**config.mk**
```make
export PLATFORM = sky130hd
export DESIGN_NAME = loop_tuning_config_control
export DESIGN_NICKNAME = d
export VERILOG_FILES = /design/src/hw/ltc_pkg.sv /design/src/hw/loop_tuning_config_control.sv
export VERILOG_INCLUDE_DIRS = /design/src /design/src/hw
export SDC_FILE = /design/constraint.sdc
export NUM_CORES = 2
export LEC_CHECK = 0
export BUFFER_PORTS_ARGS = -buffer_cell sky130_fd_sc_hd__buf_2
export CORE_MARGIN = 2
export CORE_UTILIZATION = 35
export DETAILED_ROUTE_END_ITERATION = 8
export SLEW_MARGIN = 20
export SYNTH_ARGS = -nofsm -noshare
export SYNTH_HDL_FRONTEND = slang
export SYNTH_SLANG_ARGS = --single-unit
export TNS_END_PERCENT = 1
```
**constraint.sdc**
```tcl
create_clock -name aclk -period 38.3 [get_ports aclk]
set_input_delay 7.66 -clock aclk [delete_from_list [all_inputs] [get_ports aclk]]
set_output_delay 7.66 -clock aclk [all_outputs]
set_load 0.02 [all_outputs]
```
**src/hw/ltc_consts.svh**
```systemverilog
// Offsets, field positions, reset values and timing figures of the loop tuning block.
`ifndef LTC_CONSTS_SVH
`define LTC_CONSTS_SVH
// ==========================================================================
// Timing
`define LTC_CLK_NS 50
`define LTC_MS_NS 1000000
`define LTC_TUNE_MIN_MS 50
`define LTC_TUNE_MAX_MS 200
`define LTC_TUNE_MS 100
`define LTC_SEC_MS 1000
`define LTC_MIN_MS 60000
// ==========================================================================
// Register byte offsets
`define LTC_A_CTRL 8'h00
`define LTC_A_GAIN 8'h04
`define LTC_A_TAPA 8'h08
`define LTC_A_TAPB 8'h0C
`define LTC_A_TAPC 8'h10
`define LTC_A_NLR 8'h14
`define LTC_A_VOUT 8'h18
`define LTC_A_STAT 8'h1C
`define LTC_A_VLIM 8'h20
// ==========================================================================
// Control fields
`define LTC_F_MODE 0
`define LTC_F_ONCE 2
`define LTC_F_TRIG 3
`define LTC_F_STORE 4
// ==========================================================================
// Reset values and scaling
`define LTC_GAIN_MIN 7'h0A
`define LTC_GAIN_MAX 7'h64
`define LTC_GAIN_RST 7'h32
`define LTC_SAFE_COEF 72'h400000C00000400000
`define LTC_USER_RST_COEF 72'h200000E00000200000
`define LTC_NLR_RST 32'h00000101
`define LTC_PCT_RECIP 13'sh051F
`define LTC_PCT_SHIFT 17
`define LTC_VMAX_NUM 16'h000B
`define LTC_VMAX_DEN 16'h000A
`define LTC_STRAP_SHORT 5'h1C
`define LTC_STRAP_OPEN 5'h1D
`define LTC_STRAP_HIGH 5'h1E
`define LTC_RESP_OKAY 2'h0
`define LTC_RESP_SLVERR 2'h2
`endif

```
**src/hw/ltc_pkg.sv**
```systemverilog
// Types shared by the loop tuning configuration block.
package ltc_pkg;
  typedef enum logic [1:0] {MODE_OFF, MODE_ONCE, MODE_SEC, MODE_MIN} tune_mode_t;
  typedef enum logic [1:0] {ST_INIT, ST_IDLE, ST_TUNE} ctl_state_t;
  typedef struct packed {
    logic [23:0] a;
    logic [23:0] b;
    logic [23:0] c;
  } coef_t;
  typedef struct packed {
    logic [15:0] target_mv;
    logic [15:0] limit_mv;
  } vout_t;
endpackage : ltc_pkg

```
**src/hw/loop_tuning_config_control.sv**
```systemverilog
// Adaptive loop tuning, coefficient store handling and set-point strap decode.
//
// Our own choices: the AXI4-Lite interface to the registers and the placing of the registers.
`include "ltc_consts.svh"

module loop_tuning_config_control
  import ltc_pkg::*;
#(
  parameter int MS_CYCLES = `LTC_MS_NS / `LTC_CLK_NS,
  parameter int TUNE_MS = `LTC_TUNE_MS,
  parameter int SEC_MS = `LTC_SEC_MS,
  parameter int MIN_MS = `LTC_MIN_MS
)
(
  input wire logic aclk,
  input wire logic aresetn,
  input wire logic [31:0] s_axi_awaddr,
  input wire logic s_axi_awvalid,
  output logic s_axi_awready,
  input wire logic [31:0] s_axi_wdata,
  input wire logic [3:0] s_axi_wstrb,
  input wire logic s_axi_wvalid,
  output logic s_axi_wready,
  output logic [1:0] s_axi_bresp,
  output logic s_axi_bvalid,
  input wire logic s_axi_bready,
  input wire logic [31:0] s_axi_araddr,
  input wire logic s_axi_arvalid,
  output logic s_axi_arready,
  output logic [31:0] s_axi_rdata,
  output logic [1:0] s_axi_rresp,
  output logic s_axi_rvalid,
  input wire logic s_axi_rready,
  input wire logic [4:0] setpoint_strap_pin,
  input wire logic output_enable,
  input wire logic ramp_done,
  input wire coef_t measured_coefs,
  output coef_t compensator_coefficients,
  output logic [31:0] nonlinear_transient_boost,
  output vout_t vout_setting,
  output logic tune_busy
);

  // ==========================================================================
  // Helpers
  function automatic logic [31:0] merge(input logic [31:0] old, input logic [31:0] nw,
                                        input logic [3:0] strb);
    logic [31:0] r;
    r = old;
    for (int i = 0; i < 4; i++)
    begin
      if (strb[i])
        r[i*8 +: 8] = nw[i*8 +: 8];
    end
    return r;
  endfunction : merge

  // Millivolts for each strap code; an unknown code falls to the lowest level.
  function automatic logic [15:0] strap_mv(input logic [4:0] code);
    logic [15:0] mv;
    case (code)
      5'h00: mv = 16'd600;   5'h01: mv = 16'd650;   5'h02: mv = 16'd700;
      5'h03: mv = 16'd750;   5'h04: mv = 16'd800;   5'h05: mv = 16'd850;
      5'h06: mv = 16'd900;   5'h07: mv = 16'd950;   5'h08: mv = 16'd1000;
      5'h09: mv = 16'd1050;  5'h0A: mv = 16'd1100;  5'h0B: mv = 16'd1150;
      5'h0C: mv = 16'd1200;  5'h0D: mv = 16'd1250;  5'h0E: mv = 16'd1300;
      5'h0F: mv = 16'd1400;  5'h10: mv = 16'd1500;  5'h11: mv = 16'd1600;
      5'h12: mv = 16'd1700;  5'h13: mv = 16'd1800;  5'h14: mv = 16'd1900;
      5'h15: mv = 16'd2000;  5'h16: mv = 16'd2100;  5'h17: mv = 16'd2200;
      5'h18: mv = 16'd2300;  5'h19: mv = 16'd2500;  5'h1A: mv = 16'd3000;
      5'h1B: mv = 16'd3300;
      `LTC_STRAP_SHORT: mv = 16'd600;
      `LTC_STRAP_OPEN: mv = 16'd1200;
      `LTC_STRAP_HIGH: mv = 16'd2500;
      default: mv = 16'd600;
    endcase
    return mv;
  endfunction : strap_mv

  // ==========================================================================
  // State
  ctl_state_t state_reg;
  tune_mode_t mode_reg;
  logic once_reg, held_valid_reg, ramp_q_reg, tick_reg;
  logic [6:0] gain_reg;
  coef_t work_reg, user_coef_reg, held_reg, work_next;
  logic [31:0] nlr_reg, user_nlr_reg;
  logic [15:0] vout_reg, vmax_reg, run_ms_reg, per_cnt_reg;
  logic [4:0] strap_reg;
  logic [31:0] ms_cnt_reg;
  logic [31:0] aw_addr_reg, w_data_reg;
  logic [3:0] w_strb_reg;
  logic aw_have_reg, w_have_reg;

  // ==========================================================================
  // Write decode
  wire wr_fire = aw_have_reg & w_have_reg & ~s_axi_bvalid;
  wire aw_page = aw_addr_reg[31:8] == 24'h000000;
  wire [7:0] aw_off = aw_addr_reg[7:0];
  wire wr_ctrl = wr_fire & aw_page & (aw_off == `LTC_A_CTRL);
  wire wr_gain = wr_fire & aw_page & (aw_off == `LTC_A_GAIN);
  wire wr_tapa = wr_fire & aw_page & (aw_off == `LTC_A_TAPA);
  wire wr_tapb = wr_fire & aw_page & (aw_off == `LTC_A_TAPB);
  wire wr_tapc = wr_fire & aw_page & (aw_off == `LTC_A_TAPC);
  wire wr_nlr = wr_fire & aw_page & (aw_off == `LTC_A_NLR);
  wire wr_vout = wr_fire & aw_page & (aw_off == `LTC_A_VOUT);
  wire wr_ro = aw_page & ((aw_off == `LTC_A_STAT) | (aw_off == `LTC_A_VLIM));
  wire wr_ok = wr_ctrl | wr_gain | wr_tapa | wr_tapb | wr_tapc | wr_nlr | wr_vout | wr_ro;

  wire [31:0] ctrl_view = {27'h0000000, 2'h0, once_reg, mode_reg};
  wire [31:0] ctrl_w = merge(ctrl_view, w_data_reg, w_strb_reg);
  wire [31:0] gain_w = merge({25'h0000000, gain_reg}, w_data_reg, w_strb_reg);
  wire [31:0] tapa_w = merge({8'h00, work_reg.a}, w_data_reg, w_strb_reg);
  wire [31:0] tapb_w = merge({8'h00, work_reg.b}, w_data_reg, w_strb_reg);
  wire [31:0] tapc_w = merge({8'h00, work_reg.c}, w_data_reg, w_strb_reg);
  wire [31:0] nlr_w = merge(nlr_reg, w_data_reg, w_strb_reg);
  wire [31:0] vout_w = merge({16'h0000, vout_reg}, w_data_reg, w_strb_reg);

  wire tune_mode_t new_mode = tune_mode_t'(ctrl_w[`LTC_F_MODE +: 2]);
  wire off_to_on = wr_ctrl & (mode_reg == MODE_OFF) & (new_mode != MODE_OFF);
  wire on_to_off = wr_ctrl & (mode_reg != MODE_OFF) & (new_mode == MODE_OFF);
  wire trig_w = wr_ctrl & ctrl_w[`LTC_F_TRIG];
  wire store_w = wr_ctrl & ctrl_w[`LTC_F_STORE];

  // Gain outside 10..100 percent is pulled to the nearest end.
  wire [6:0] gain_in = (gain_w[31:7] != 25'h0000000) ? `LTC_GAIN_MAX : gain_w[6:0];
  wire [6:0] gain_clamped = (gain_in < `LTC_GAIN_MIN) ? `LTC_GAIN_MIN :
                            (gain_in > `LTC_GAIN_MAX) ? `LTC_GAIN_MAX : gain_in;
  wire [15:0] vout_clamped = (vout_w[31:16] != 16'h0000) ? vmax_reg :
                             (vout_w[15:0] > vmax_reg) ? vmax_reg : vout_w[15:0];

  // ==========================================================================
  // Tuning sequencer
  wire init_w = state_reg == ST_INIT;
  wire idle_w = state_reg == ST_IDLE;
  wire in_tune = state_reg == ST_TUNE;
  wire ramp_evt = ramp_done & ~ramp_q_reg & output_enable;
  wire periodic = (mode_reg == MODE_SEC) | (mode_reg == MODE_MIN);
  wire [15:0] per_lim = (mode_reg == MODE_MIN) ? 16'(MIN_MS - 1) : 16'(SEC_MS - 1);
  wire use_held = once_reg & held_valid_reg;
  wire auto_w = ramp_evt & (mode_reg != MODE_OFF) & ~use_held;
  wire period_w = periodic & (per_cnt_reg == per_lim);
  wire start_w = idle_w & output_enable & ~on_to_off & (auto_w | period_w | trig_w);
  wire reuse_w = idle_w & ramp_evt & (mode_reg != MODE_OFF) & use_held & ~trig_w
                 & ~on_to_off & ~period_w;
  wire abort_w = in_tune & (~output_enable | on_to_off);
  wire done_w = in_tune & ~abort_w & tick_reg & (run_ms_reg == 16'(TUNE_MS - 1));

  // Gain scaling: tap * gain * (1311 / 2^17), which stays just over tap * gain / 100.
  coef_t scaled;
  genvar gi;
  generate
    for (gi = 0; gi < 3; gi++)
    begin : g_scale
      wire signed [23:0] tap = measured_coefs[gi*24 +: 24];
      wire signed [44:0] prod = tap * $signed({1'b0, gain_reg}) * `LTC_PCT_RECIP;
      assign scaled[gi*24 +: 24] = prod[`LTC_PCT_SHIFT +: 24];
    end
  endgenerate

  // Working taps: reset and the two mode changes take priority over a finished run.
  wire coef_t safe_coef = coef_t'(`LTC_SAFE_COEF);
  wire coef_t host_coef = wr_tapa ? coef_t'({tapa_w[23:0], work_reg.b, work_reg.c}) :
                          wr_tapb ? coef_t'({work_reg.a, tapb_w[23:0], work_reg.c}) :
                          coef_t'({work_reg.a, work_reg.b, tapc_w[23:0]});
  assign work_next = init_w ? ((mode_reg == MODE_OFF) ? user_coef_reg : safe_coef) :
                     on_to_off ? user_coef_reg :
                     off_to_on ? safe_coef :
                     done_w ? scaled :
                     reuse_w ? held_reg :
                     (wr_tapa | wr_tapb | wr_tapc) ? host_coef : work_reg;

  // ==========================================================================
  // Clocked state
  always_ff @(posedge aclk)
  begin
    if (!aresetn)
    begin
      ms_cnt_reg <= 32'h00000000;
      tick_reg <= 1'b0;
    end
    else
    begin
      tick_reg <= ms_cnt_reg == 32'(MS_CYCLES - 1);
      ms_cnt_reg <= (ms_cnt_reg == 32'(MS_CYCLES - 1)) ? 32'h00000000 : ms_cnt_reg + 32'h1;
    end
  end

  always_ff @(posedge aclk)
  begin
    if (!aresetn)
    begin
      state_reg <= ST_INIT;
      tune_busy <= 1'b0;
      run_ms_reg <= 16'h0000;
      per_cnt_reg <= 16'h0000;
      ramp_q_reg <= 1'b0;
    end
    else
    begin
      ramp_q_reg <= ramp_done;
      case (state_reg)
        ST_INIT: state_reg <= ST_IDLE;
        ST_IDLE: state_reg <= start_w ? ST_TUNE : ST_IDLE;
        ST_TUNE: state_reg <= (abort_w | done_w) ? ST_IDLE : ST_TUNE;
        default: state_reg <= ST_IDLE;
      endcase
      tune_busy <= (idle_w & start_w) | (in_tune & ~abort_w & ~done_w);
      if (start_w)
        run_ms_reg <= 16'h0000;
      else if (in_tune & tick_reg)
        run_ms_reg <= run_ms_reg + 16'h1;
      if (start_w | ~output_enable | ~periodic)
        per_cnt_reg <= 16'h0000;
      else if (tick_reg & (per_cnt_reg != per_lim))
        per_cnt_reg <= per_cnt_reg + 16'h1;
    end
  end

  // The user store models non-volatile memory; a reset stands for power application.
  always_ff @(posedge aclk)
  begin
    if (!aresetn)
    begin
      work_reg <= coef_t'(`LTC_SAFE_COEF);
      user_coef_reg <= coef_t'(`LTC_USER_RST_COEF);
      user_nlr_reg <= `LTC_NLR_RST;
      held_reg <= coef_t'(`LTC_SAFE_COEF);
      held_valid_reg <= 1'b0;
    end
    else
    begin
      work_reg <= work_next;
      if (store_w)
      begin
        user_coef_reg <= work_reg;
        user_nlr_reg <= nlr_reg;
      end
      if (done_w)
      begin
        held_reg <= scaled;
        held_valid_reg <= 1'b1;
      end
    end
  end

  always_ff @(posedge aclk)
  begin
    if (!aresetn)
    begin
      mode_reg <= MODE_ONCE;
      once_reg <= 1'b0;
      gain_reg <= `LTC_GAIN_RST;
      nlr_reg <= `LTC_NLR_RST;
    end
    else
    begin
      if (init_w)
        nlr_reg <= user_nlr_reg;
      else if (wr_nlr)
        nlr_reg <= nlr_w;
      if (wr_ctrl)
      begin
        mode_reg <= new_mode;
        once_reg <= ctrl_w[`LTC_F_ONCE];
      end
      if (wr_gain)
        gain_reg <= gain_clamped;
    end
  end

  // Strap is captured once after reset and never looked at again.
  always_ff @(posedge aclk)
  begin
    if (!aresetn)
    begin
      strap_reg <= 5'h00;
      vout_reg <= 16'h0000;
      vmax_reg <= 16'h0000;
    end
    else if (init_w)
    begin
      strap_reg <= setpoint_strap_pin;
      vout_reg <= strap_mv(setpoint_strap_pin);
      vmax_reg <= strap_mv(setpoint_strap_pin) * `LTC_VMAX_NUM / `LTC_VMAX_DEN;
    end
    else if (wr_vout)
      vout_reg <= vout_clamped;
  end

  assign compensator_coefficients = work_reg;
  assign nonlinear_transient_boost = nlr_reg;
  assign vout_setting = '{target_mv: vout_reg, limit_mv: vmax_reg};

  // ==========================================================================
  // AXI4-Lite write channel
  always_ff @(posedge aclk)
  begin
    if (!aresetn)
    begin
      s_axi_awready <= 1'b0;
      s_axi_wready <= 1'b0;
      s_axi_bvalid <= 1'b0;
      s_axi_bresp <= `LTC_RESP_OKAY;
      aw_have_reg <= 1'b0;
      w_have_reg <= 1'b0;
      aw_addr_reg <= 32'h00000000;
      w_data_reg <= 32'h00000000;
      w_strb_reg <= 4'h0;
    end
    else
    begin
      if (s_axi_awvalid & s_axi_awready)
      begin
        aw_have_reg <= 1'b1;
        aw_addr_reg <= s_axi_awaddr;
        s_axi_awready <= 1'b0;
      end
      else if (~aw_have_reg & ~s_axi_bvalid)
        s_axi_awready <= 1'b1;
      if (s_axi_wvalid & s_axi_wready)
      begin
        w_have_reg <= 1'b1;
        w_data_reg <= s_axi_wdata;
        w_strb_reg <= s_axi_wstrb;
        s_axi_wready <= 1'b0;
      end
      else if (~w_have_reg & ~s_axi_bvalid)
        s_axi_wready <= 1'b1;
      if (wr_fire)
      begin
        s_axi_bvalid <= 1'b1;
        s_axi_bresp <= wr_ok ? `LTC_RESP_OKAY : `LTC_RESP_SLVERR;
      end
      else if (s_axi_bvalid & s_axi_bready)
      begin
        s_axi_bvalid <= 1'b0;
        aw_have_reg <= 1'b0;
        w_have_reg <= 1'b0;
      end
    end
  end

  // ==========================================================================
  // AXI4-Lite read channel
  wire ar_page = s_axi_araddr[31:8] == 24'h000000;
  wire [7:0] ar_off = s_axi_araddr[7:0];
  wire [31:0] stat_view = {24'h000000, 1'b0, strap_reg, held_valid_reg, tune_busy};
  wire [31:0] rd_word = (ar_off == `LTC_A_CTRL) ? ctrl_view :
                        (ar_off == `LTC_A_GAIN) ? {25'h0000000, gain_reg} :
                        (ar_off == `LTC_A_TAPA) ? {8'h00, work_reg.a} :
                        (ar_off == `LTC_A_TAPB) ? {8'h00, work_reg.b} :
                        (ar_off == `LTC_A_TAPC) ? {8'h00, work_reg.c} :
                        (ar_off == `LTC_A_NLR) ? nlr_reg :
                        (ar_off == `LTC_A_VOUT) ? {16'h0000, vout_reg} :
                        (ar_off == `LTC_A_STAT) ? stat_view : {16'h0000, vmax_reg};
  wire rd_hit = ar_page & ((ar_off <= `LTC_A_VLIM) & (ar_off[1:0] == 2'h0));

  always_ff @(posedge aclk)
  begin
    if (!aresetn)
    begin
      s_axi_arready <= 1'b0;
      s_axi_rvalid <= 1'b0;
      s_axi_rdata <= 32'h00000000;
      s_axi_rresp <= `LTC_RESP_OKAY;
    end
    else if (s_axi_arvalid & s_axi_arready)
    begin
      s_axi_arready <= 1'b0;
      s_axi_rvalid <= 1'b1;
      s_axi_rdata <= rd_hit ? rd_word : 32'h00000000;
      s_axi_rresp <= rd_hit ? `LTC_RESP_OKAY : `LTC_RESP_SLVERR;
    end
    else if (s_axi_rvalid & s_axi_rready)
    begin
      s_axi_rvalid <= 1'b0;
      s_axi_arready <= 1'b1;
    end
    else if (~s_axi_rvalid)
      s_axi_arready <= 1'b1;
  end
endmodule : loop_tuning_config_control

```
==> flow_summary.toml <==
[status]
outcome = "completed"

[clock_network]
hold_buffers = 0
root_buffer = "clkbuf_16"
clock-sinks = 503
post_cts_resized = 0
clk_pin_slew_worst_paths_ns = 0.06
cts_tree = "yes"
clock_path_buffers = 3
numCtsBuffers = 51
post_cts_buffers = 0
h-tree-depth = 2
clk_latency_ns = 0.64

[global_route]
track_usage_pct = 20.4
grt_pass1_vias = 51128
grt_use_met3_pct = 3.07
gr-usage-met1_pct = 29.1
grt_remaining_overflow = 0
antenna_found_initial = 12
busiest_layer = "met2"
grt_pass1_wl_um = 294000
grt_max_degree = 96
use_met2_pct = 31.9

[sta]
fin_worst_skew_ns = 0.0301
worst_slack_ns = 19.55
finalCriticalPeriod_ns = 18.75
setup_tns_ns = 0
rsz0062_at_grt = "no"
finalHoldViolations = 0
max_freq_ghz = 0.0533
finalCritPeriodShare_pct = 49.0
setup-violations-final = 0
slew_headroom_pct = 25.0
drv_slew = 0
worstMarginPinSlew_ns = 1.13

[die]
start_util_pct = 35.3
dieArea_mm2 = 0.181
die_h_um = 426
row_count = 154
num_io_pins = 364
coreArea_mm2 = 0.176
fp.dieW_um = 426

[setup_path]
rrSetupSlack_ns = 25.38
cp-start-kind = "input port"
r2r_cells = 41
crit_path_top_delay_cell = "a2111oi_0"
required_ns = 38.86
path_buf_inv = 6
end_kind = "register"
cp_top_family = "adder cells"
r2r-end = "compensator_coefficients[45]"
cp.arrival_ns = 19.31
crit_fanout = 7
r2r_start = "gain_reg[4]"
slowest_delay_ns = 0.72
worst-setup-path-type = "input port to register"
cpMostUsedCell = "fa_1"

[yosys]
ys_ff_latch = 503
synth_area_leaders = "fa_1, dfxtp_1, ha_1"
synth_largest_area_cell = "fa_1"
synth_edf_count = 0
synth_ff_type = "dfxtp_1"
syn-cell-area_mm2 = 0.0623
synth.top_cell.area_share_pct = 26.6
async_reset_ff_share_pct = 0
yosys_warnings = 0
syn_area_per_cell_um2 = 8.51
ys_types = 104
synth.yosys.seq_area_share_pct = 16.2
synthCells = 7319

[cells_and_area]
drive_gt1_share_pct = 7.91
area_delta_synth_final_pct = 9.21
fillers = 18107
fin_nets = 9164

[drt]
finalWirelength_um = 185000
initialDrtViolationCount = 3242
vias_per_cell = 5.13
first_pass_iters = 6
postRouteAntennaNets = 0
post_drt_wl_per_cell_um = 18.7
drc = 0
num_vias = 50550

[placement]
dp_slack_ns = 18.82
io_buffers = 358
dp_hpwl_um = 145000
gp_congestion = 0.873

[worst_hold_path]
holdPathEnd = "s_axi_rdata[11]"
min_from = "s_axi_rdata[11]"
min_path_cells = 2
hp-class = "register to register"

[job]
maxCapViolCount = 0
## per-stage QoR
stage / instances / utilization [%] / hold WS, ns / area (um2)
2_1_floorplan: 7323 / - / 0.432 / 62300
3_3_place_gp: 9763 / 37.6 / 0.431 / 66400
3_5_place_dp: 9763 / 37.6 / 0.443 / 66400
4_1_cts: 9849 / 38.5 / 0.455 / 68000
5_1_grt: 9850 / 38.6 / 0.469 / 68000
6_report: 9856 / 38.6 / 0.454 / 68100
## kinds of logic after synthesis
logic type / count (synthesis) / synth area share (%)
AO/OA/AOI/OAI: 1251 / 12.5
adder cells (fa/ha/maj): 1505 / 40.2
buffers and inverters: 1555 / 9.49
other: 1 / 0.00602
multiplexers: 93 / 1.57
AND/OR/NAND/NOR: 2165 / 16.6
flip-flops: 503 / 16.2
XOR/XNOR: 246 / 3.48
## synthesized netlist by cell type (27+ instances only)
| cell | number |
|---|---|
| clkbuf_1 | 281 |
| mux2i_1 | 75 |
| nand4_1 | 37 |
| nor2_1 | 373 |
| nor3_1 | 90 |
| or3_1 | 38 |
| fa_1 | 829 |
| a31oi_1 | 36 |
| and2_1 | 401 |
| a21o_1 | 58 |
| a22oi_1 | 40 |
| xnor2_1 | 152 |
| ha_1 | 673 |
| and3_1 | 79 |
| a21oi_1 | 519 |
| a211oi_1 | 109 |
| nand3_1 | 147 |
| inv_1 | 1236 |
| nor4_1 | 35 |
| o21ai_0 | 221 |
| o21a_1 | 30 |
| nand2b_1 | 27 |
| o21bai_1 | 29 |
| nand2_1 | 838 |
| xor2_1 | 93 |
| nor2b_1 | 28 |
| dfxtp_1 | 503 |
## worst register-to-register path: cells and delay by family, from the launching register on
kind                       cells  cell delay (ns)
AOI/OAI and AO/OA             16             4.55
xor gates and xnor gates       2             0.50
adders and majority gates     10             4.79
buffers and inverters          4             1.00
DFF                            1             0.80
and+or+nand+nor                9             1.20
## worst max-delay path by stage
stage / depth (start not counted) / from / to / slack, ns
after floorplan: 39 / measured_coefs[49] / compensator_coefficients[71] / 20.49
after global placement: 44 / measured_coefs[25] / compensator_coefficients[45] / 18.92
after detailed placement: 44 / measured_coefs[25] / compensator_coefficients[45] / 18.82
after CTS: 44 / measured_coefs[25] / compensator_coefficients[45] / 19.45
after global routing: 44 / measured_coefs[25] / compensator_coefficients[44] / 18.34
final: 44 / measured_coefs[25] / compensator_coefficients[45] / 19.55
## routing by layer
layer | vias up | routed length [um]
met3 | 234 | 11800
li1 | 23979 | -
met1 | 24938 | 84500
met5 | - | 48
met2 | 1391 | 82200
met4 | 8 | 6050
## layout make-up
| type | instances | area, um2 | share of cell area (%) |
|---|---|---|---|
| diodes | 7 | 17.5 | 0.0257 |
| clock buffers | 72 | 1490 | 2.18 |
| clock inverters | 14 | 185 | 0.272 |
| inverters | 1238 | 4650 | 6.84 |
| multi-input cells | 5265 | 46500 | 68.3 |
| flip-flops and latches | 503 | 10100 | 14.8 |
| well taps | 2340 | 2930 | 4.30 |
| repair buffers | 417 | 2230 | 3.28 |
## layout by cell type (no fill, tap or decap), types with 78 or more instances in the layout
cell type,count
nor3_1,87
nand2_1,837
ha_1,672
and2_1,401
xor2_1,93
a21oi_1,518
and3_1,78
fa_1,829
dfxtp_1,496
nand3_1,146
xnor2_1,151
nor2_1,369
buf_2,358
o21ai_0,221
a211oi_1,109
inv_1,1236
Power is not shown: default switching activity piles up to over one toggle a cycle in this logic, so the estimate is an artifact.
